File: src/adc_out_pkg.sv
// Constants for the converter digital output stage
package adc_out_pkg;
   // Register indices; byte address is index times four
   localparam logic [7:0] IDX_RATE = 8'h02;
   localparam logic [7:0] IDX_CFG = 8'h07;
   localparam logic [7:0] IDX_DLL_PHASE = 8'h52;
   localparam logic [7:0] IDX_OUT_CTRL = 8'h62;
   localparam logic [7:0] IDX_LVDS_CTRL = 8'h63;
   localparam logic [7:0] IDX_PHASE_EN = 8'h64;
   localparam logic [7:0] IDX_PLL_DLY = 8'h6D;
   localparam logic [7:0] IDX_USER_0 = 8'h74;
   localparam logic [7:0] IDX_USER_1 = 8'h75;
   localparam logic [7:0] IDX_USER_2 = 8'h76;
   localparam logic [7:0] IDX_USER_3 = 8'h77;
   localparam logic [7:0] IDX_TIMING = 8'h80;
   localparam logic [7:0] IDX_PAIR_EN = 8'h81;
   localparam logic [7:0] IDX_PIN_EN_LO = 8'h82;
   localparam logic [7:0] IDX_PIN_EN_HI = 8'h83;
   localparam logic [7:0] IDX_STATUS = 8'h84;
   // Field positions
   localparam int RAND_EN_BIT = 0;
   localparam int TERM_EN_BIT = 0;
   localparam int PHASE_EN_BIT = 0;
   localparam int MODE_LSB = 0;
   localparam int PAT_LSB = 2;
   localparam int RES14_BIT = 5;
   localparam int PLL_SRC_BIT = 0;
   localparam int DECIM_BIT = 1;
   localparam int DECIM_PH_LSB = 2;
   // Output modes
   localparam logic [1:0] MODE_OFF = 2'h0;
   localparam logic [1:0] MODE_CMOS = 2'h1;
   // Test patterns
   localparam logic [2:0] PAT_NONE = 3'h0;
   localparam logic [2:0] PAT_ZEROS = 3'h1;
   localparam logic [2:0] PAT_ONES = 3'h2;
   localparam logic [2:0] PAT_TOGGLE = 3'h3;
   localparam logic [2:0] PAT_USER_ALT = 3'h4;
   localparam logic [2:0] PAT_PRBS = 3'h7;
   localparam logic [15:0] ALT_WORD_A = 16'hAAAA;
   localparam logic [15:0] ALT_WORD_B = 16'h5555;
   localparam logic [15:0] PRBS_SEED = 16'hFFFF;
   localparam logic [15:0] RAND_MASK = 16'hFFFE;
   localparam logic [15:0] RES14_MASK = 16'h3FFF;
   // Reset values
   localparam logic [7:0] RST_OUT_CTRL = 8'h01;
   localparam logic [7:0] RST_ZERO = 8'h00;
   localparam logic [7:0] RST_ALL_ON = 8'hFF;
   localparam logic [31:0] RD_ZERO = 32'h0;
endpackage

File: src/adc_out_stage.sv
// Converter digital output stage with APB register slave
`timescale 1ns/1ns
// Overview of operation
// RL1: Internal LVDS termination is switched on only by its enable bit.
// RL2: Host must lower output data rate when decimating; rate register stored.
// RL3: CMOS mode: data changes only with output clock rising edge.
// RL4: DDR LVDS mode: data changes on both output clock edges.
// RL5: DLL or decimation phase delay applies only when enable bit set.
// RL6: DLL source without decimation uses DLL three-bit phase field.
// RL7: With decimation the decimation three-bit phase field is used.
// RL8: PLL source delays output clock by PLL three-bit delay field.
// RL9: Randomizer XORs every data bit above bit 0 with bit 0.
// RL10: Clock, flags, marker, extra bits and bit 0 bypass the randomizer.
// RL11: Randomizing happens only while its enable bit is set.
// RL12: Output mode 00 disables every output including clock and flags.
// RL13: Selected test pattern fully replaces converter samples.
// RL14: Four writable registers hold the user-defined pattern.
// RL15: Pattern 111 outputs 16-bit LFSR, 1 + x^4 + x^13 + x^15 + x^16.
// RL16: 16-bit mode: LFSR on data, bits 15,14,1,0 to flag lines.
// RL17: 14-bit mode: LFSR 15:2 on data 13:0, bits 15,14 to flags.
// RL18: CMOS mode drives pattern on every pin regardless of pin enable.
// RL19: LVDS mode drives pattern only on enabled pairs.
// RL20: DDR shared pair: flag on falling clock edge, marker on rising.
// RL21: LFSR reloads a nonzero seed whenever the pattern is selected.
module adc_out_stage
(
   input wire logic clk_i,
   input wire logic rst_i,
   input wire logic psel_i,
   input wire logic penable_i,
   input wire logic pwrite_i,
   input wire logic [9:0] paddr_i,
   input wire logic [31:0] pwdata_i,
   output logic pready_o,
   output logic [31:0] prdata_o,
   output logic pslverr_o,
   input wire logic sample_clk_i,
   input wire logic [15:0] sample_data_i,
   input wire logic sample_ovr_i,
   input wire logic sample_wck_i,
   input wire logic [1:0] sample_extra_i,
   output logic [15:0] parallel_data_out_o,
   output logic [15:0] parallel_data_oe_o,
   output logic overrange_flag_o,
   output logic overrange_flag_oe_o,
   output logic word_marker_o,
   output logic word_marker_oe_o,
   output logic extra_low_bit_a_o,
   output logic extra_low_bit_b_o,
   output logic extra_low_bits_oe_o,
   output logic output_clock_o,
   output logic output_clock_oe_o,
   output logic lvds_mode_o,
   output logic lvds_termination_o
);
   import adc_out_pkg::*;

   logic [7:0] rate_reg, rate_next, cfg_reg, cfg_next;
   logic [7:0] dll_ph_reg, dll_ph_next, out_ctrl_reg, out_ctrl_next;
   logic [7:0] lvds_reg, lvds_next, ph_en_reg, ph_en_next;
   logic [7:0] pll_dly_reg, pll_dly_next, timing_reg, timing_next;
   logic [7:0] pair_en_reg, pair_en_next, pin_lo_reg, pin_lo_next;
   logic [7:0] pin_hi_reg, pin_hi_next;
   logic [7:0] user_reg [0:3];
   logic [7:0] user_next [0:3];
   logic pready_reg, pready_next, slverr_reg, slverr_next;
   logic [31:0] rdata_reg, rdata_next;
   logic [7:0] idx;
   logic wr_en;
   logic hit;
   logic [7:0] rd_byte;
   logic [7:0] status;

   logic [1:0] mode;
   logic [2:0] pat;
   logic res14, lvds, pat_on, out_on;
   logic [2:0] dly_sel;

   assign idx = paddr_i[9:2];
   assign mode = out_ctrl_reg[MODE_LSB +: 2];
   assign pat = out_ctrl_reg[PAT_LSB +: 3];
   assign res14 = out_ctrl_reg[RES14_BIT];
   assign out_on = (mode != MODE_OFF);
   assign lvds = out_on && (mode != MODE_CMOS);
   assign pat_on = (pat != PAT_NONE);
   assign status = {3'h0, lvds, pat_on, dly_sel};
   assign wr_en = psel_i && penable_i && pwrite_i && pready_reg;

   // Register decode and APB answer
   always_comb
   begin
      rate_next = rate_reg;
      cfg_next = cfg_reg;
      dll_ph_next = dll_ph_reg;
      out_ctrl_next = out_ctrl_reg;
      lvds_next = lvds_reg;
      ph_en_next = ph_en_reg;
      pll_dly_next = pll_dly_reg;
      timing_next = timing_reg;
      pair_en_next = pair_en_reg;
      pin_lo_next = pin_lo_reg;
      pin_hi_next = pin_hi_reg;
      for (int k = 0; k < 4; k++)
      begin
         user_next[k] = user_reg[k];
      end
      hit = 1'b1;
      rd_byte = RST_ZERO;
      case (idx)
         IDX_RATE: rd_byte = rate_reg;
         IDX_CFG: rd_byte = cfg_reg;
         IDX_DLL_PHASE: rd_byte = dll_ph_reg;
         IDX_OUT_CTRL: rd_byte = out_ctrl_reg;
         IDX_LVDS_CTRL: rd_byte = lvds_reg;
         IDX_PHASE_EN: rd_byte = ph_en_reg;
         IDX_PLL_DLY: rd_byte = pll_dly_reg;
         IDX_USER_0: rd_byte = user_reg[0];
         IDX_USER_1: rd_byte = user_reg[1];
         IDX_USER_2: rd_byte = user_reg[2];
         IDX_USER_3: rd_byte = user_reg[3];
         IDX_TIMING: rd_byte = timing_reg;
         IDX_PAIR_EN: rd_byte = pair_en_reg;
         IDX_PIN_EN_LO: rd_byte = pin_lo_reg;
         IDX_PIN_EN_HI: rd_byte = pin_hi_reg;
         IDX_STATUS: rd_byte = status;
         default: hit = 1'b0;
      endcase
      if (wr_en)
      begin
         case (idx)
            // Host-set output rate
            IDX_RATE: rate_next = pwdata_i[7:0];
            IDX_CFG: cfg_next = pwdata_i[7:0];
            IDX_DLL_PHASE: dll_ph_next = pwdata_i[7:0];
            IDX_OUT_CTRL: out_ctrl_next = pwdata_i[7:0];
            IDX_LVDS_CTRL: lvds_next = pwdata_i[7:0];
            IDX_PHASE_EN: ph_en_next = pwdata_i[7:0];
            IDX_PLL_DLY: pll_dly_next = pwdata_i[7:0];
            // RL14: user pattern bytes
            IDX_USER_0: user_next[0] = pwdata_i[7:0];
            IDX_USER_1: user_next[1] = pwdata_i[7:0];
            IDX_USER_2: user_next[2] = pwdata_i[7:0];
            IDX_USER_3: user_next[3] = pwdata_i[7:0];
            IDX_TIMING: timing_next = pwdata_i[7:0];
            IDX_PAIR_EN: pair_en_next = pwdata_i[7:0];
            IDX_PIN_EN_LO: pin_lo_next = pwdata_i[7:0];
            IDX_PIN_EN_HI: pin_hi_next = pwdata_i[7:0];
            default: hit = hit;
         endcase
      end
      // Ready in first access cycle only
      pready_next = psel_i && !penable_i;
      slverr_next = psel_i && !penable_i && !hit;
      rdata_next = rdata_reg;
      if (psel_i && !penable_i)
      begin
         rdata_next = (hit && !pwrite_i) ? {24'h0, rd_byte} : RD_ZERO;
      end
   end

   always_ff @(posedge clk_i)
   begin
      if (rst_i)
      begin
         rate_reg <= RST_ZERO;
         cfg_reg <= RST_ZERO;
         dll_ph_reg <= RST_ZERO;
         out_ctrl_reg <= RST_OUT_CTRL;
         lvds_reg <= RST_ZERO;
         ph_en_reg <= RST_ZERO;
         pll_dly_reg <= RST_ZERO;
         timing_reg <= RST_ZERO;
         pair_en_reg <= RST_ALL_ON;
         pin_lo_reg <= RST_ALL_ON;
         pin_hi_reg <= RST_ALL_ON;
         for (int k = 0; k < 4; k++)
         begin
            user_reg[k] <= RST_ZERO;
         end
         pready_reg <= 1'b0;
         slverr_reg <= 1'b0;
         rdata_reg <= RD_ZERO;
      end
      else
      begin
         rate_reg <= rate_next;
         cfg_reg <= cfg_next;
         dll_ph_reg <= dll_ph_next;
         out_ctrl_reg <= out_ctrl_next;
         lvds_reg <= lvds_next;
         ph_en_reg <= ph_en_next;
         pll_dly_reg <= pll_dly_next;
         timing_reg <= timing_next;
         pair_en_reg <= pair_en_next;
         pin_lo_reg <= pin_lo_next;
         pin_hi_reg <= pin_hi_next;
         for (int k = 0; k < 4; k++)
         begin
            user_reg[k] <= user_next[k];
         end
         pready_reg <= pready_next;
         slverr_reg <= slverr_next;
         rdata_reg <= rdata_next;
      end
   end

   assign pready_o = pready_reg;
   assign pslverr_o = slverr_reg;
   assign prdata_o = rdata_reg;

   // Pin sync; stages two and three feed logic
   logic sclk1_reg, sclk2_reg, sclk3_reg;
   logic rise;
   logic [15:0] lfsr_reg, lfsr_next, word_reg, word_next;
   logic alt_reg, alt_next;
   logic ovr_reg, ovr_next, wck_reg, wck_next;
   logic [1:0] extra_reg, extra_next;
   logic [15:0] p16, full, mapped;
   logic p_ovr, p_wck;
   logic [1:0] p_extra;
   logic fb;

   assign rise = sclk2_reg && !sclk3_reg;
   // RL15: taps 16, 15, 13 and 4
   assign fb = lfsr_reg[15] ^ lfsr_reg[14] ^ lfsr_reg[12] ^ lfsr_reg[3];

   always_comb
   begin
      case (pat)
         PAT_ZEROS: p16 = 16'h0000;
         PAT_ONES: p16 = 16'hFFFF;
         PAT_TOGGLE: p16 = alt_reg ? ALT_WORD_B : ALT_WORD_A;
         PAT_USER_ALT: p16 = alt_reg ? {user_reg[3], user_reg[2]}
                                     : {user_reg[1], user_reg[0]};
         PAT_PRBS: p16 = lfsr_reg;
         default: p16 = {user_reg[1], user_reg[0]};
      endcase
      // RL13: pattern replaces samples
      if (pat_on)
      begin
         full = p16;
         p_ovr = p16[15];
         p_wck = p16[14];
         // RL16: low LFSR bits to extra outputs
         p_extra = p16[1:0];
      end
      else
      begin
         full = sample_data_i;
         p_ovr = sample_ovr_i;
         p_wck = sample_wck_i;
         p_extra = sample_extra_i;
      end
      // RL17: 14-bit keeps top fourteen bits
      mapped = res14 ? {2'h0, full[15:2]} : full;
      // RL9: XOR with bit 0
      // RL11: only when enabled
      if (cfg_reg[RAND_EN_BIT])
      begin
         mapped = mapped ^ ({16{mapped[0]}} & RAND_MASK);
      end
      if (res14)
      begin
         mapped = mapped & RES14_MASK;
         p_extra = 2'h0;
      end
      word_next = word_reg;
      ovr_next = ovr_reg;
      wck_next = wck_reg;
      extra_next = extra_reg;
      alt_next = alt_reg;
      lfsr_next = lfsr_reg;
      // RL21: seed held until selected
      if (pat != PAT_PRBS)
      begin
         lfsr_next = PRBS_SEED;
      end
      if (rise)
      begin
         // RL10: flags bypass randomizer
         word_next = mapped;
         ovr_next = p_ovr;
         wck_next = p_wck;
         extra_next = p_extra;
         alt_next = !alt_reg;
         if (pat == PAT_PRBS)
         begin
            lfsr_next = {lfsr_reg[14:0], fb};
         end
      end
   end

   always_ff @(posedge clk_i)
   begin
      if (rst_i)
      begin
         sclk1_reg <= 1'b0;
         sclk2_reg <= 1'b0;
         sclk3_reg <= 1'b0;
         word_reg <= 16'h0000;
         ovr_reg <= 1'b0;
         wck_reg <= 1'b0;
         extra_reg <= 2'h0;
         alt_reg <= 1'b0;
         lfsr_reg <= PRBS_SEED;
      end
      else
      begin
         sclk1_reg <= sample_clk_i;
         sclk2_reg <= sclk1_reg;
         sclk3_reg <= sclk2_reg;
         word_reg <= word_next;
         ovr_reg <= ovr_next;
         wck_reg <= wck_next;
         extra_reg <= extra_next;
         alt_reg <= alt_next;
         lfsr_reg <= lfsr_next;
      end
   end

   // Phase delay: one tap per clock
   logic [6:0] dly_reg, dly_next;
   logic [7:0] taps;
   logic [7:0] ddr_lanes;
   logic [15:0] data_next, oe_next;
   logic oclk_next, ovr_o_next, wck_o_next;
   logic [1:0] extra_o_next;
   logic [3:0] ctl_oe_next;
   logic [3:0] ctl_oe_reg;

   assign taps = {dly_reg, sclk3_reg};

   always_comb
   begin
      // RL8: PLL delay field
      if (timing_reg[PLL_SRC_BIT])
      begin
         dly_sel = pll_dly_reg[2:0];
      end
      // RL5: phase enable gate
      else if (!ph_en_reg[PHASE_EN_BIT])
      begin
         dly_sel = 3'h0;
      end
      // RL7: decimation phase field
      else if (timing_reg[DECIM_BIT])
      begin
         dly_sel = timing_reg[DECIM_PH_LSB +: 3];
      end
      // RL6: DLL phase field
      else
      begin
         dly_sel = dll_ph_reg[2:0];
      end
   end

   // RL4: even bit while clock high, odd while low
   genvar gi;
   generate
      for (gi = 0; gi < 8; gi++)
      begin : g_lane
         assign ddr_lanes[gi] = sclk3_reg ? word_reg[2 * gi]
                                          : word_reg[2 * gi + 1];
      end
   endgenerate

   always_comb
   begin
      dly_next = {dly_reg[5:0], sclk3_reg};
      oclk_next = taps[dly_sel];
      if (lvds)
      begin
         data_next = {8'h00, ddr_lanes};
         // RL19: enabled pairs only
         oe_next = {8'h00, pair_en_reg};
         // RL20: marker while clock high, flag while low
         ovr_o_next = sclk3_reg ? wck_reg : ovr_reg;
         wck_o_next = 1'b0;
         extra_o_next = 2'h0;
         ctl_oe_next = 4'b1001;
      end
      else
      begin
         // RL3: word moves on rising edge only
         data_next = word_reg;
         // RL18: pattern drives every CMOS pin
         oe_next = pat_on ? 16'hFFFF : {pin_hi_reg, pin_lo_reg};
         ovr_o_next = ovr_reg;
         wck_o_next = wck_reg;
         extra_o_next = extra_reg;
         ctl_oe_next = 4'b1111;
      end
      // RL12: mode 00 silences everything
      if (!out_on)
      begin
         data_next = 16'h0000;
         oe_next = 16'h0000;
         oclk_next = 1'b0;
         ovr_o_next = 1'b0;
         wck_o_next = 1'b0;
         extra_o_next = 2'h0;
         ctl_oe_next = 4'h0;
      end
   end

   always_ff @(posedge clk_i)
   begin
      if (rst_i)
      begin
         dly_reg <= 7'h00;
         parallel_data_out_o <= 16'h0000;
         parallel_data_oe_o <= 16'h0000;
         output_clock_o <= 1'b0;
         overrange_flag_o <= 1'b0;
         word_marker_o <= 1'b0;
         extra_low_bit_a_o <= 1'b0;
         extra_low_bit_b_o <= 1'b0;
         ctl_oe_reg <= 4'h0;
         lvds_mode_o <= 1'b0;
         lvds_termination_o <= 1'b0;
      end
      else
      begin
         dly_reg <= dly_next;
         parallel_data_out_o <= data_next;
         parallel_data_oe_o <= oe_next;
         output_clock_o <= oclk_next;
         overrange_flag_o <= ovr_o_next;
         word_marker_o <= wck_o_next;
         extra_low_bit_a_o <= extra_o_next[1];
         extra_low_bit_b_o <= extra_o_next[0];
         ctl_oe_reg <= ctl_oe_next;
         lvds_mode_o <= lvds;
         // RL1: termination follows its bit
         lvds_termination_o <= lvds_reg[TERM_EN_BIT];
      end
   end

   assign output_clock_oe_o = ctl_oe_reg[3];
   assign word_marker_oe_o = ctl_oe_reg[2];
   assign extra_low_bits_oe_o = ctl_oe_reg[1];
   assign overrange_flag_oe_o = ctl_oe_reg[0];
endmodule

File: config.mk
export PLATFORM = sky130hd
export DESIGN_NAME = adc_out_stage
export DESIGN_NICKNAME = d
export VERILOG_FILES = /design/src/adc_out_pkg.sv /design/src/adc_out_stage.sv
export SDC_FILE = /design/constraint.sdc
export NUM_CORES = 1
export LEC_CHECK = 0
export ABC_AREA = 1
export BUFFER_PORTS_ARGS = -buffer_cell sky130_fd_sc_hd__clkbuf_2
export CAP_MARGIN = 5
export CORE_ASPECT_RATIO = 1.25
export CORE_MARGIN = 2
export CORE_UTILIZATION = 46
export DETAILED_ROUTE_END_ITERATION = 6
export GPL_TIMING_DRIVEN = 1
export PLACE_DENSITY_LB_ADDON = 0.08
export SLEW_MARGIN = 20
export SYNTH_ARGS = -nofsm -noshare
export SYNTH_HDL_FRONTEND = slang
export SYNTH_SLANG_ARGS = --single-unit
export TNS_END_PERCENT = 30
File: constraint.sdc
create_clock -name clk_i -period 3.4 [get_ports clk_i]
set_clock_uncertainty 0.1 [all_clocks]
set_input_delay 0 -clock clk_i [delete_from_list [all_inputs] [get_ports clk_i]]
set_output_delay 0 -clock clk_i [all_outputs]
set_load 0.01 [all_outputs]
### Word-level counts from Yosys, hierarchy flattened

Memories as Yosys holds them, arrays and structs flattened.
Cells that the tools add are included.

| cells by class | value |
|---|---|
| magnitude comparators | 1 |
| bitwise gates (word level) | 9 |
| reductions and logical operators | 29 |
| muxes and demuxes | 48 |
| eq/ne operators | 23 |

Operator list:

| cell | count |
|---|---|
| two-way mux 16 bit | 10 |
| case mux 8 bit (16 select lines) | 1 |
| two-way mux 8 bit | 11 |
| case mux 16 bit (5 select lines) | 1 |
| == test 8 x 7 -> 1 bit, second input constant | 9 |
| == test 8 bit, second input constant | 5 |
| two-way mux 32 bit | 1 |
| AND reduction 2 bit | 11 |
| two-way mux 1 bit | 17 |
| OR reduction 16 bit | 1 |
| bitwise XOR 16 bit | 1 |
| two-way mux 3 bit | 4 |
| == test 8 x 2 -> 1 bit, second input constant | 1 |
| == test 8 x 3 -> 1 bit, second input constant | 1 |
| logical AND 1 bit | 8 |
| == test 3 x 2 -> 1 bit, second input constant | 2 |
| == test 3 bit, second input constant | 2 |
| logical NOT 1 bit | 5 |
| < comparator 3 x 4 -> 1 bit, second input constant | 1 |
| two-way mux 2 bit | 2 |
| bitwise OR 1 bit | 4 |
| binary-select mux 1 bit (select 3 bit) | 1 |
| == test 3 x 1 -> 1 bit, second input constant | 1 |
| inequality test 3 bit, second input constant | 1 |
| 7 further kinds | 9 |

| word-level totals | value |
|---|---|
| register bits after elaboration | 212 |
| memory bits (writable) | 32 |
| output and inout port bits | 77 |
| memories | 1 |
| input bits | 68 |

Memories:

| memory | depth | bits a word | read ports | clocked after memory_dff | wr ports | RTL line | text |
|---|---|---|---|---|---|---|---|
| user_reg | 4 | 8 | 4 | 0 | 4 | adc_out_stage.sv:64 | `logic [7:0] user_reg [0:3];` |

### Logic depth before layout (Yosys ltp)

Gate-level depths: netlist of run 1.
An unclocked memory read counts as a cell.

| logic depth | value |
|---|---|
| depth in word-level cells | 8 |
| mapped depth | 15 |
| mapped depth without buffers | 14 |

### Least setup slack after synthesis of run 1

No wires, ideal clock.

| timing path | value |
|---|---|
| path kind | flip-flop to flip-flop |
| from | register out_ctrl_reg[4] |
| to | register word_reg[11] |
| data required time | 3.183 ns |
| clock period less this slack | 1.700 ns |
| arrival time | 1.483 ns |
| slack | 1.700 ns |
| buffers on the path | 1 |
| cell stages (with the launch flop) | 14 |
| library setup time | 0.117 ns |
| path through | dfxtp_1 -> buf_2 -> inv_2 -> nand2_1 -> nor2_2 -> nor2_1 -> nand3_1 -> nand3_2 -> nand2_4 -> nand2_4 -> inv_2 -> nor2_1 -> nor2_1 -> nor2_1 |

| between the ends | value |
|---|---|
| longest elaborated chain between the ends | 7 |
| elaborated cells on any way between the ends | 12 |
| classes of those cells | eq/ne (5); mux (5); bitwise (1); reduce/logical (1) |

RTL lines:

| what | RTL line | text |
|---|---|---|
| from (decl) | adc_out_stage.sv:59 | `logic [7:0] dll_ph_reg, dll_ph_next, out_ctrl_reg, out_ctrl_next;` |
| from (signal assigned) | adc_out_stage.sv:189 | `out_ctrl_reg <= out_ctrl_next;` |
| == test 3 bit, or another cell as far along | adc_out_stage.sv:229 | `case (pat)` |
| case mux 16 bit (5 select lines) | adc_out_stage.sv:229 |  |
| two-way mux 16 bit * | adc_out_stage.sv:239 | `if (pat_on)` |
| two-way mux 16 bit * | adc_out_stage.sv:255 | `mapped = res14 ? {2'h0, full[15:2]} : full;` |
| bitwise XOR 16 bit | adc_out_stage.sv:260 | `mapped = mapped ^ ({16{mapped[0]}} & RAND_MASK);` |
| two-way mux 16 bit * | adc_out_stage.sv:258 | `if (cfg_reg[RAND_EN_BIT])` |
| two-way mux 16 bit * | adc_out_stage.sv:262 | `if (res14)` |
| to (signal assigned) | adc_out_stage.sv:312 | `word_reg <= word_next;` |
| to (decl) | adc_out_stage.sv:214 | `logic [15:0] lfsr_reg, lfsr_next, word_reg, word_next;` |

Mark *: on every way between the ends. The rest lies on a longest branch, timed or not.
A chain may end at the register's enable or synchronous reset.

### Worst setup path after layout of run 1

| timing path | value |
|---|---|
| from | register alt_reg |
| to | register word_reg[6] |

| between the ends | value |
|---|---|
| longest elaborated chain between the ends | 7 |
| elaborated cells on any way between the ends | 8 |
| classes of those cells | mux (7); bitwise (1) |

RTL lines:

| what | RTL line | text |
|---|---|---|
| from (decl) | adc_out_stage.sv:215 | `logic alt_reg, alt_next;` |
| from (signal assigned) | adc_out_stage.sv:316 | `alt_reg <= alt_next;` |
| two-way mux 16 bit, on equally long branches | adc_out_stage.sv:233, adc_out_stage.sv:232 |  |
| case mux 16 bit (5 select lines) * | adc_out_stage.sv:229 |  |
| two-way mux 16 bit * | adc_out_stage.sv:239 |  |
| two-way mux 16 bit * | adc_out_stage.sv:255 |  |
| bitwise XOR 16 bit | adc_out_stage.sv:260 |  |
| two-way mux 16 bit * | adc_out_stage.sv:258 |  |
| two-way mux 16 bit * | adc_out_stage.sv:262 |  |

Marks and branches as above.

==> flow_summary.yaml, run 1 <==
synthesis:
  async_reset_ff_share_pct: 0
  ys_warn_count: 0
  synth.cell_area_sq_um: 10200
  synthSimpleGateAreaFrac_pct: 28.6
  synth-main-ff-cell: "dfxtp_1"
  synthMuxAreaShare_pct: 0
  synth_top_family_by_area: "simple AND/OR/NAND/NOR gates"
  synth_seq_area_share_pct: 42.9
  netlist_instances: 1488
  syn_avg_cell_area_sq_um: 6.84
  synth_xor_area_share_pct: 0.172
  synth_compound_area_share_pct: 17.1
  synth_fa_ha_area_share_pct: 0
  synth.distinct_cells: 37
  synth_edf_count: 0
  synth_seq_cells: 218
layout:
  nFillCells: 2258
  multi_input_comb_area_sq_um: 4770
  layout-drive-gt1-share_pct: 11.7
  fin_nets: 1637
  largest_reg_flops: 32
  seq_area_sq_um: 4360
  area_delta_synth_final_pct: 15.1
  diodes: 0
  fin_util_pct: 54.2
pwr:
  powerDensity_nw_per_um2: 464
  ir_worst_vdd_uv: 384
  p_leak_nw: 5.08
  power_w: 0.00544
min_path:
  holdPathStages: 9
  hp-class: "primary input to register"
sta:
  finalSetupViolCount: 0
  finalCritPeriodShare_pct: 78.4
  final.setup.worst_slack_ns: 0.735
  setup_tns_ns: 0
  rsz0062_at_grt: "false"
  finalMaxSlewViolations: 0
  fin_crit_ns: 2.66
  tightestPinTransition_ns: 1.07
  relSlewSlack_pct: 28.6
  final_hold_viol_count: 0
  fmax_mhz: 375
grt:
  grt_pass1_vias: 8866
  grt.overflow.total: 0
  grt_pass1_wl_mm: 48.3
  antenna_found_initial: 0
  gr-usage-all-layers_pct: 26.5
  grt_max_degree: 82
critical_path:
  cp.arrival_ns: 2.98
  cp_num_cells: 13
  critPathMaxFanout: 16
  critPathLaunchType: "register"
  r2r_end: "word_reg[6]$_SDFFE_PP0P_"
  critPathMaxStageDelay_ns: 0.61
  cp_top_family: "buffers and inverters"
  cp-end-kind: "register"
  crit_chain: "buf_4, nor2_1, nor2_2, inv_1, nand2_1, nor2_1, nand3_1, nand2_1, dlygate4sd3_1, nand3_1, nand2_1, nor2_1, nor2_1"
  required_ns: 3.71
  critPathKind: "register to register"
  r2r-start: "alt_reg$_SDFFE_PP0P_"
  worst_path_most_repeated_cell: "nor2_1"
  cp-endpoint: "word_reg[6]$_SDFFE_PP0P_"
  r2r_slack_ns: 0.74
  cp_num_buf_inv: 3
  critPathSlowestCell: "dfxtp_1"
  rr_worst_depth: 13
  startpoint: "alt_reg$_SDFFE_PP0P_"
clock_network:
  clock_latency_ns: 0.52
  cts_root_buf: "clkbuf_16"
  numCtsBuffers: 23
  cts_tree: "done"
  clk_pin_slew_worst_paths_ns: 0.07
  h-tree-depth: 1
  cts.sink_count: 218
  cts_setup_buffers: 0
  cts_max_path_buffers: 3
die:
  core.rowCount: 60
  fp.dieW_microns: 137
  dieArea_sq_um: 23300
  coreArea_sq_um: 21600
  die_h_microns: 170
  start_util_pct: 47.1
  io_pins: 145
job:
  maxCapViolCount: 0
detailed_routing:
  wl_mm: 31.3
  final_antenna_net_count: 0
  drc_errors: 0
  vias: 9955
  drt-initial-drc-count: 798
  vias_per_cell: 5.35
  first_pass_iters: 6
  wire_per_inst_microns: 16.8
placed_design:
  dp_hpwl_mm: 21.7
  dp_worst_setup_slack_ns: 0.956
  gp_congestion: 0.892
  port_buffers: 94
run_status:
  status: "completed"
-- stage by stage --
stage / hold WS, ns / instances / cell area (sq um)
after global placement: 0.0930 / 1791 / 10600
after detailed placement: 0.105 / 1791 / 10600
after CTS: 0.0234 / 1861 / 11700
after floorplan: 0.00697 / 1511 / 10300
final: 0.0477 / 1861 / 11700
after global routing: 0.0931 / 1861 / 11700
-- layout make-up --
class                           count  area share (%)
Tap cell                          279            2.98
Inverter                          160            5.13
Multi-Input combinational cell   1028            40.7
Sequential cell                   218            37.3
Timing Repair Buffer              138            7.52
Clock buffer                       32            5.63
Clock inverter                      6           0.737
-- metal layers --
layer | track usage, % | up-vias | routed length (microns)
met5 | 0 | - | 0
met4 | 10.7 | 0 | 1300
met3 | 3.37 | 72 | 1870
met2 | 41.7 | 364 | 14000
met1 | 36.7 | 4554 | 14200
li1 | - | 4965 | -
-- power by group --
group          internal [W]  switching (W)  total, W  leakage [nW]
sequential          0.00259      0.0000151   0.00260          1.77
clock               0.00150        0.00102   0.00251         0.365
combinational      0.000104       0.000215  0.000320          2.94
-- worst register-to-register path, cell delays in order, from the launching register on --
cell	delay (ns)
dfxtp_1	0.61
buf_4	0.28
nor2_1	0.08
nor2_2	0.18
inv_1	0.14
nand2_1	0.10
nor2_1	0.08
nand3_1	0.09
nand2_1	0.06
dlygate4sd3_1	0.57
nand3_1	0.07
nand2_1	0.06
nor2_1	0.10
nor2_1	0.04
-- cells in the mapped netlist, types with 2 or more instances --
library cell	count	area, sq um
nand2_1	347	1300
dfxtp_1	218	4360
o21ai_0	159	796
inv_1	146	548
nor2_1	134	503
a21oi_1	113	566
nand3_1	106	531
clkbuf_1	48	180
nand4_1	31	194
buf_4	29	218
o211ai_1	26	195
buf_2	20	100
nor3_1	18	90.1
nor2_2	13	81.3
inv_2	12	45.0
o21ai_1	9	45.0
a211oi_1	8	60.1
o22ai_1	8	50.1
buf_1	7	26.3
nand3_2	6	60.1
or2_2	5	31.3
a31oi_1	4	25.0
or2_0	3	18.8
clkinv_1	2	7.51
nand2_2	2	12.5
nand2_4	2	22.5
nor2_4	2	22.5
-- timing repair --
| item | CTS | global route |
|---|---|---|
| hold endpoints to repair | 124 | 0 |
| resized for setup | 0 | 0 |
| setup endpoints to repair | 0 | 0 |
| hold buffers | 32 | 0 |
-- how the worst min path moves through the flow --
| stage | slack, ns | end | startpoint |
|---|---|---|---|
| 6_report | 0.05 | word_reg[12]$_SDFFE_PP0P_ | sample_data_i[12] |
| 5_1_grt | 0.09 | ph_en_reg[3]$_SDFFE_PP0P_ | paddr_i[2] |
| 4_1_cts | 0.02 | word_reg[12]$_SDFFE_PP0P_ | sample_data_i[12] |
| 3_5_place_dp | 0.11 | sclk1_reg$_SDFF_PP0_ | sample_clk_i |
| 3_3_place_gp | 0.09 | sclk1_reg$_SDFF_PP0_ | sample_clk_i |
| 2_1_floorplan | 0.007 | sclk1_reg$_SDFF_PP0_ | sample_clk_i |
-- cell families after synthesis --
kind of cell,count (synthesis)
AND/OR/NAND/NOR,674
AO/OA/AOI/OAI,328
buffers and inverters,265
flip-flops,218
XOR/XNOR,2
other,1
-- layout by cell type, fill, tap and decap left out, types with 23 or more instances in the layout --
master,count
a21oi_1,113
clkbuf_16,23
clkbuf_2,94
conb_1,24
dfxtp_1,218
dlygate4sd3_1,32
inv_1,145
nand2_1,347
nand3_1,106
nand4_1,31
nor2_1,133
o211ai_1,26
o21ai_0,159
Power figures use the tool's default switching activity.
==> inputs of run 2 (changes only) <==
--- a/config.mk
+++ b/config.mk
@@ -5,7 +5,7 @@
 export SDC_FILE = /design/constraint.sdc
 export NUM_CORES = 1
 export LEC_CHECK = 0
-export ABC_AREA = 1
+export ABC_AREA = 0
 export BUFFER_PORTS_ARGS = -buffer_cell sky130_fd_sc_hd__clkbuf_2
 export CAP_MARGIN = 5
 export CORE_ASPECT_RATIO = 1.25
==> constraint.sdc (replaced) <==
create_clock -name clk_i -period 2.3 [get_ports clk_i]
set_clock_uncertainty 0.1 [all_clocks]
set_input_delay 0 -clock clk_i [delete_from_list [all_inputs] [get_ports clk_i]]
set_output_delay 0 -clock clk_i [all_outputs]
set_load 0.01 [all_outputs]
==> run 2 against run 1 <==
Compared with the run above: register-to-register slack got worse by 0.61 ns; hold slack got worse by 0.0091 ns; non-clock buffer count rose by 75; combinational power rose by 92%; global-route usage rose by 0.94 points; die area rose by 5.1%; critical path depth fell by 5; synthesized cell count fell by 18%; clock power rose by 56%; power rose by 54%; setup slack got worse by 0.61 ns; maximum frequency rose by 22%; critical endpoint is now word_reg[12]$_SDFFE_PP0P_; largest power group is now clock.
==> flow_summary.yaml, run 2 <==
run_status:
  status: "completed"
clock_network:
  h-tree-depth: 1
  clk_pin_slew_worst_paths_ns: 0.06
  cts_tree: "done"
  cts_max_path_buffers: 3
  cts.sink_count: 218
  numCtsBuffers: 24
  cts_root_buf: "clkbuf_16"
  clock_latency_ns: 0.52
die:
  fp.dieW_microns: 140
  coreArea_sq_um: 23000
  core.rowCount: 62
  start_util_pct: 46.7
  io_pins: 145
  die_h_microns: 175
  dieArea_sq_um: 24500
synthesis:
  ys_warn_count: 0
  syn_avg_cell_area_sq_um: 8.77
  synth.top_cell.area_share_pct: 40.7
  ys_top_cells_by_area: "dfxtp_1 41%, mux2i_1 12%, nor2_1 5.0%, nand2_1 4.4%, a21oi_1 3.1%"
  synth_top_cell_by_area: "dfxtp_1"
  yosysMostFrequentCell: "dfxtp_1"
  async_reset_ff_share_pct: 0
  synth.distinct_cells: 83
  synth.cell_area_sq_um: 10700
  synth_seq_cells: 218
  synth-main-ff-cell: "dfxtp_1"
  synth_edf_count: 0
  synth_seq_area_share_pct: 40.7
  synth_common_cells: "218 x dfxtp_1, 142 x nor2_1, 129 x mux2i_1, 127 x nand2_1, 66 x a21oi_1"
  netlist_instances: 1221
critical_path:
  critPathKind: "register to register"
  required_ns: 2.64
  critPathMaxFanout: 14
  cp-end-kind: "register"
  startpoint: "out_ctrl_reg[3]$_SDFFE_PP0P_"
  cp.arrival_ns: 2.52
  r2r-start: "out_ctrl_reg[3]$_SDFFE_PP0P_"
  critPathLaunchType: "register"
layout:
  postLayoutCellArea_sq_um: 12900
  nFillCells: 2117
  final_common_cell: "dfxtp_1"
  largest_reg_flops: 32
  final_cell_mix: "214 x dfxtp_1, 142 x nor2_1, 129 x mux2i_1, 127 x nand2_1, 93 x clkbuf_2"
  diodes: 0
  area_delta_synth_final_pct: 20.5
  fin_cells: 1664
  fin_nets: 1428
  layout-drive-gt1-share_pct: 19.9
sta:
  finalCritPeriodShare_pct: 94.7
  fin_crit_ns: 2.18
  relSlewSlack_pct: 59.2
  final_hold_viol_count: 0
  tightestPinTransition_ns: 0.610
  finalSetupViolCount: 0
  fmax_mhz: 459
  whs_ns: 0.0386
  finalMaxSlewViolations: 0
placed_design:
  place_area_sq_um: 11800
  dp_hpwl_mm: 24.6
  port_buffers: 94
  gp_congestion: 0.931
  dpl.cell_count: 1599
job:
  maxCapViolCount: 0
pwr:
  powerDensity_nw_per_um2: 649
  ir_worst_vdd_uv: 524
  p_leak_nw: 5.02
grt:
  grt.overflow.total: 0
  gr-usage-all-layers_pct: 27.5
  grt_pass1_vias: 9140
  grt_pass1_wl_mm: 53.0
  grt_max_degree: 52
  antenna_found_initial: 0
min_path:
  min_from: "paddr_i[2]"
  hp-class: "primary input to register"
detailed_routing:
  wire_per_inst_microns: 20.6
  vias_per_cell: 5.73
  drt-initial-drc-count: 720
  drc_errors: 0
  wl_mm: 34.3
  vias: 9535
  final_antenna_net_count: 0
  first_pass_iters: 5
==> run 2: cell count changes after synthesis, moves of 47 or more <==
cell / before / now
nand2_1: 347 / 127
inv_1: 146 / 13
mux2i_1: 0 / 129
o21ai_0: 159 / 40
nand3_1: 106 / 42
a21oi_1: 113 / 66
==> run 2: final cells by class <==
cell class,count,area (sq um),share of cell area (%)
inverter,14,52.6,0.407
tap,288,360,2.79
clock inverter,6,116,0.902
sequential,218,4370,33.9
timing repair buffer,213,1510,11.7
clock buffer,36,686,5.31
multi-input combinational,889,5800,45.0
==> run 2: path summary, 6_finish.rpt <==
path / end / depth (start not counted) / slack, ns
max: word_reg[12]$_SDFFE_PP0P_ / 8 / 0.12
min: user_reg[0][3]$_SDFFE_PP0P_ / 5 / 0.04
max reg2reg: word_reg[12]$_SDFFE_PP0P_ / 8 / 0.12
min reg2reg: sclk2_reg$_SDFF_PP0_ / 1 / 0.34
==> run 2: timing repair <==
action / 4_1_cts / 5_1_grt
setup endpoints to repair: 9 / 14
resized for setup: 4 / 13
hold buffers: 22 / 0
endpoints found under the hold margin: 98 / 0
buffers inserted: 0 / 1
==> run 2: power by group <==
part	internal, W	switching, W	leakage, nW
Clock	0.00239	0.00152	0.391
Combinational	0.000235	0.000380	2.86
Sequential	0.00382	0.0000268	1.77
Total	0.00645	0.00193	5.02
==> run 2: critical path, cell delays in order, from the launching register on <==
cell and delay, ns:
dfxtp_4 0.40, clkbuf_8 0.19, or4bb_1 0.50, a21oi_2 0.17, a2111oi_1 0.06, buf_4 0.18, a2bb2oi_2 0.16, xnor2_1 0.10
a211oi_2 0.22
==> run 2: logic make-up (layout without fill, tap and decap cells) <==
family / after synthesis / after routing / synth area share, %
flops: 218 / 218 / 40.7
compound gates: 258 / 258 / 16.4
buf+inv: 137 / 269 / 6.41
mux: 141 / 141 / 14.1
other cells: 1 / 24 / 0.0350
simple gates: 445 / 445 / 20.7
xor+xnor: 21 / 21 / 1.72
==> run 2: per-stage QoR <==
step	setup WS, ns	util (%)	total power (W)	setup TNS (ns)
2_1_floorplan	0.156	-	0.00429	0
3_3_place_gp	-0.0190	51.4	0.00451	-0.0340
3_5_place_dp	-0.0458	51.4	0.00451	-0.174
4_1_cts	0.0291	55.9	0.00845	0
5_1_grt	-0.00686	56.2	0.00864	-0.00961
6_report	0.123	56.2	0.00837	0
==> run 2: per-layer routing <==
metal  global-route usage (%)  share of wire, %  vias to the layer above  routed length, microns
li1                         -                 -                     4567                       -
met1                     35.2                42                     4578                   14500
met2                     47.5                49                      321                   16800
met3                     2.99               4.8                       69                    1650
met4                     10.8               4.0                        0                    1370
met5                        0                 0                        -                       0
==> inputs of run 3 (changes only) <==
--- a/config.mk
+++ b/config.mk
@@ -8,7 +8,6 @@
 export ABC_AREA = 0
 export BUFFER_PORTS_ARGS = -buffer_cell sky130_fd_sc_hd__clkbuf_2
 export CAP_MARGIN = 5
-export CORE_ASPECT_RATIO = 1.25
 export CORE_MARGIN = 2
 export CORE_UTILIZATION = 46
 export DETAILED_ROUTE_END_ITERATION = 6
==> run 3 against run 2 <==
Compared with the run above: critical path depth stayed put; die area about the same; highest routed layer unchanged; wire length down 5.3%; setup slack lost 0.016 ns; design area fell by 0.41%; largest cell class unchanged; first-iteration DRC count down 8.6%; largest power group unchanged; sequential share of layout area grew 0.11 points; core utilization increased by 0.22 points; register-to-register slack worse by 0.02 ns; combinational power fell by 2%; cell count increased by 1.2%; maximum frequency decreased by 0.73%.
==> flow_summary.yaml, run 3 (synthesized netlist as in run 2, its figures left out) <==
die:
  dieArea_sq_um: 24500
  start_util_pct: 47.0
  die_h_microns: 157
  fp.dieW_microns: 157
  coreArea_sq_um: 22800
  io_pins: 145
  core.rowCount: 55
sta:
  setup_tns_ns: 0
  tightestPinTransition_ns: 0.596
  finalSetupViolCount: 0
  finalCritPeriodShare_pct: 95.4
  fmax_mhz: 456
  finalMaxSlewViolations: 0
  fin_crit_ns: 2.19
  whs_ns: 0.0213
  relSlewSlack_pct: 59.9
  final_hold_viol_count: 0
  final.setup.worst_slack_ns: 0.107
critical_path:
  startpoint: "out_ctrl_reg[3]$_SDFFE_PP0P_"
  rr_worst_depth: 8
  critPathMaxFanout: 26
  r2r_end: "word_reg[2]$_SDFFE_PP0P_"
  cp.arrival_ns: 2.55
  critPathKind: "register to register"
  r2r-start: "out_ctrl_reg[3]$_SDFFE_PP0P_"
  required_ns: 2.65
  critPathLaunchType: "register"
  r2r_slack_ns: 0.11
  cp-end-kind: "register"
detailed_routing:
  wl_mm: 32.5
  vias_per_cell: 5.58
  wire_per_inst_microns: 19.3
  drt-initial-drc-count: 658
  vias: 9400
  final_antenna_net_count: 0
  drc_errors: 0
  first_pass_iters: 5
clock_network:
  clock_latency_ns: 0.54
  clk_pin_slew_worst_paths_ns: 0.06
  cts.sink_count: 218
  cts_max_path_buffers: 3
  numCtsBuffers: 25
  cts_root_buf: "clkbuf_16"
  cts_tree: "done"
  h-tree-depth: 1
layout:
  multi_input_comb_area_sq_um: 5770
  seq_area_sq_um: 4370
  fin_nets: 1423
  nFillCells: 2087
  final_cell_mix: "215 x dfxtp_1, 142 x nor2_1, 129 x mux2i_1, 127 x nand2_1, 93 x clkbuf_2"
  final_common_cell: "dfxtp_1"
  layout-drive-gt1-share_pct: 19.7
  postLayoutCellArea_sq_um: 12900
  area_delta_synth_final_pct: 20.0
  largest_reg_flops: 32
  fin_cells: 1684
  diodes: 0
pwr:
  p_leak_nw: 5.00
  ir_worst_vdd_uv: 495
  powerDensity_nw_per_um2: 651
grt:
  grt_max_degree: 47
  antenna_found_initial: 0
  grt.overflow.total: 0
  gr-usage-all-layers_pct: 26.4
  grt_pass1_wl_mm: 50.6
  grt_pass1_vias: 8820
placed_design:
  port_buffers: 94
  gp_congestion: 0.924
  dp_hpwl_mm: 23.0
  dp_worst_setup_slack_ns: 0.0460
  dpl.cell_count: 1618
  place_area_sq_um: 11800
min_path:
  hp-class: "primary input to register"
  holdPathStages: 6
  min_from: "paddr_i[7]"
  hold_end: "dll_ph_reg[5]$_SDFFE_PP0P_"
run_status:
  status: "completed"
job:
  maxCapViolCount: 0
==> run 3: worst max-delay path by stage <==
| stage | cells past startpoint | slack, ns | end |
|---|---|---|---|
| floorplan | 9 | 0.16 | word_reg[5]$_SDFFE_PP0P_ |
| global placement | 6 | 0.02 | word_reg[12]$_SDFFE_PP0P_ |
| detailed placement | 9 | 0.05 | word_reg[8]$_SDFFE_PP0P_ |
| CTS | 6 | 0.03 | word_reg[12]$_SDFFE_PP0P_ |
| global route | 8 | -0.02 | word_reg[12]$_SDFFE_PP0P_ |
| finish | 8 | 0.11 | word_reg[2]$_SDFFE_PP0P_ |
==> run 3: final cells by class <==
cell class / instances / area share [%]
multi-input cells: 889 / 44.9
clock buffers: 33 / 5.65
clock inverters: 10 / 0.730
inverters: 14 / 0.409
repair buffers: 207 / 11.3
well taps: 313 / 3.05
flip-flops and latches: 218 / 34.0
==> run 3: metrics by stage <==
stage | total power (W) | utilization, %
floorplan | 0.00429 | -
global placement | 0.00449 | 51.8
detailed placement | 0.00449 | 51.8
CTS | 0.00844 | 56.3
global route | 0.00864 | 56.4
finish | 0.00837 | 56.4
==> run 3: worst max-delay path, cell delays in order (launching register included) <==
cell	delay [ns]
dfxtp_2	0.39
buf_12	0.18
nand3b_1	0.21
o22a_1	0.16
nand3_1	0.20
o32ai_4	0.35
buf_12	0.19
xnor2_1	0.09
a211oi_1	0.22
==> run 3: per-layer routing <==
metal,vias up,part of all wire [%],track usage [%]
li1,4575,-,-
met1,4469,47,37.9
met2,306,44,41.4
met3,50,6.6,4.43
met4,0,2.3,6.77
met5,-,0,0
==> run 3: what timing repair did <==
item	in CTS	in global routing
gates resized for setup	0	4
setup buffers	0	2
setup endpoints to repair	0	14
hold buffers	21	0
hold endpoints to repair	97	0
==> run 3: where the power goes <==
group | total (W) | internal, W | switching [W]
combinational | 0.000600 | 0.000228 | 0.000373
clock | 0.00392 | 0.00233 | 0.00159
sequential | 0.00385 | 0.00382 | 0.0000245
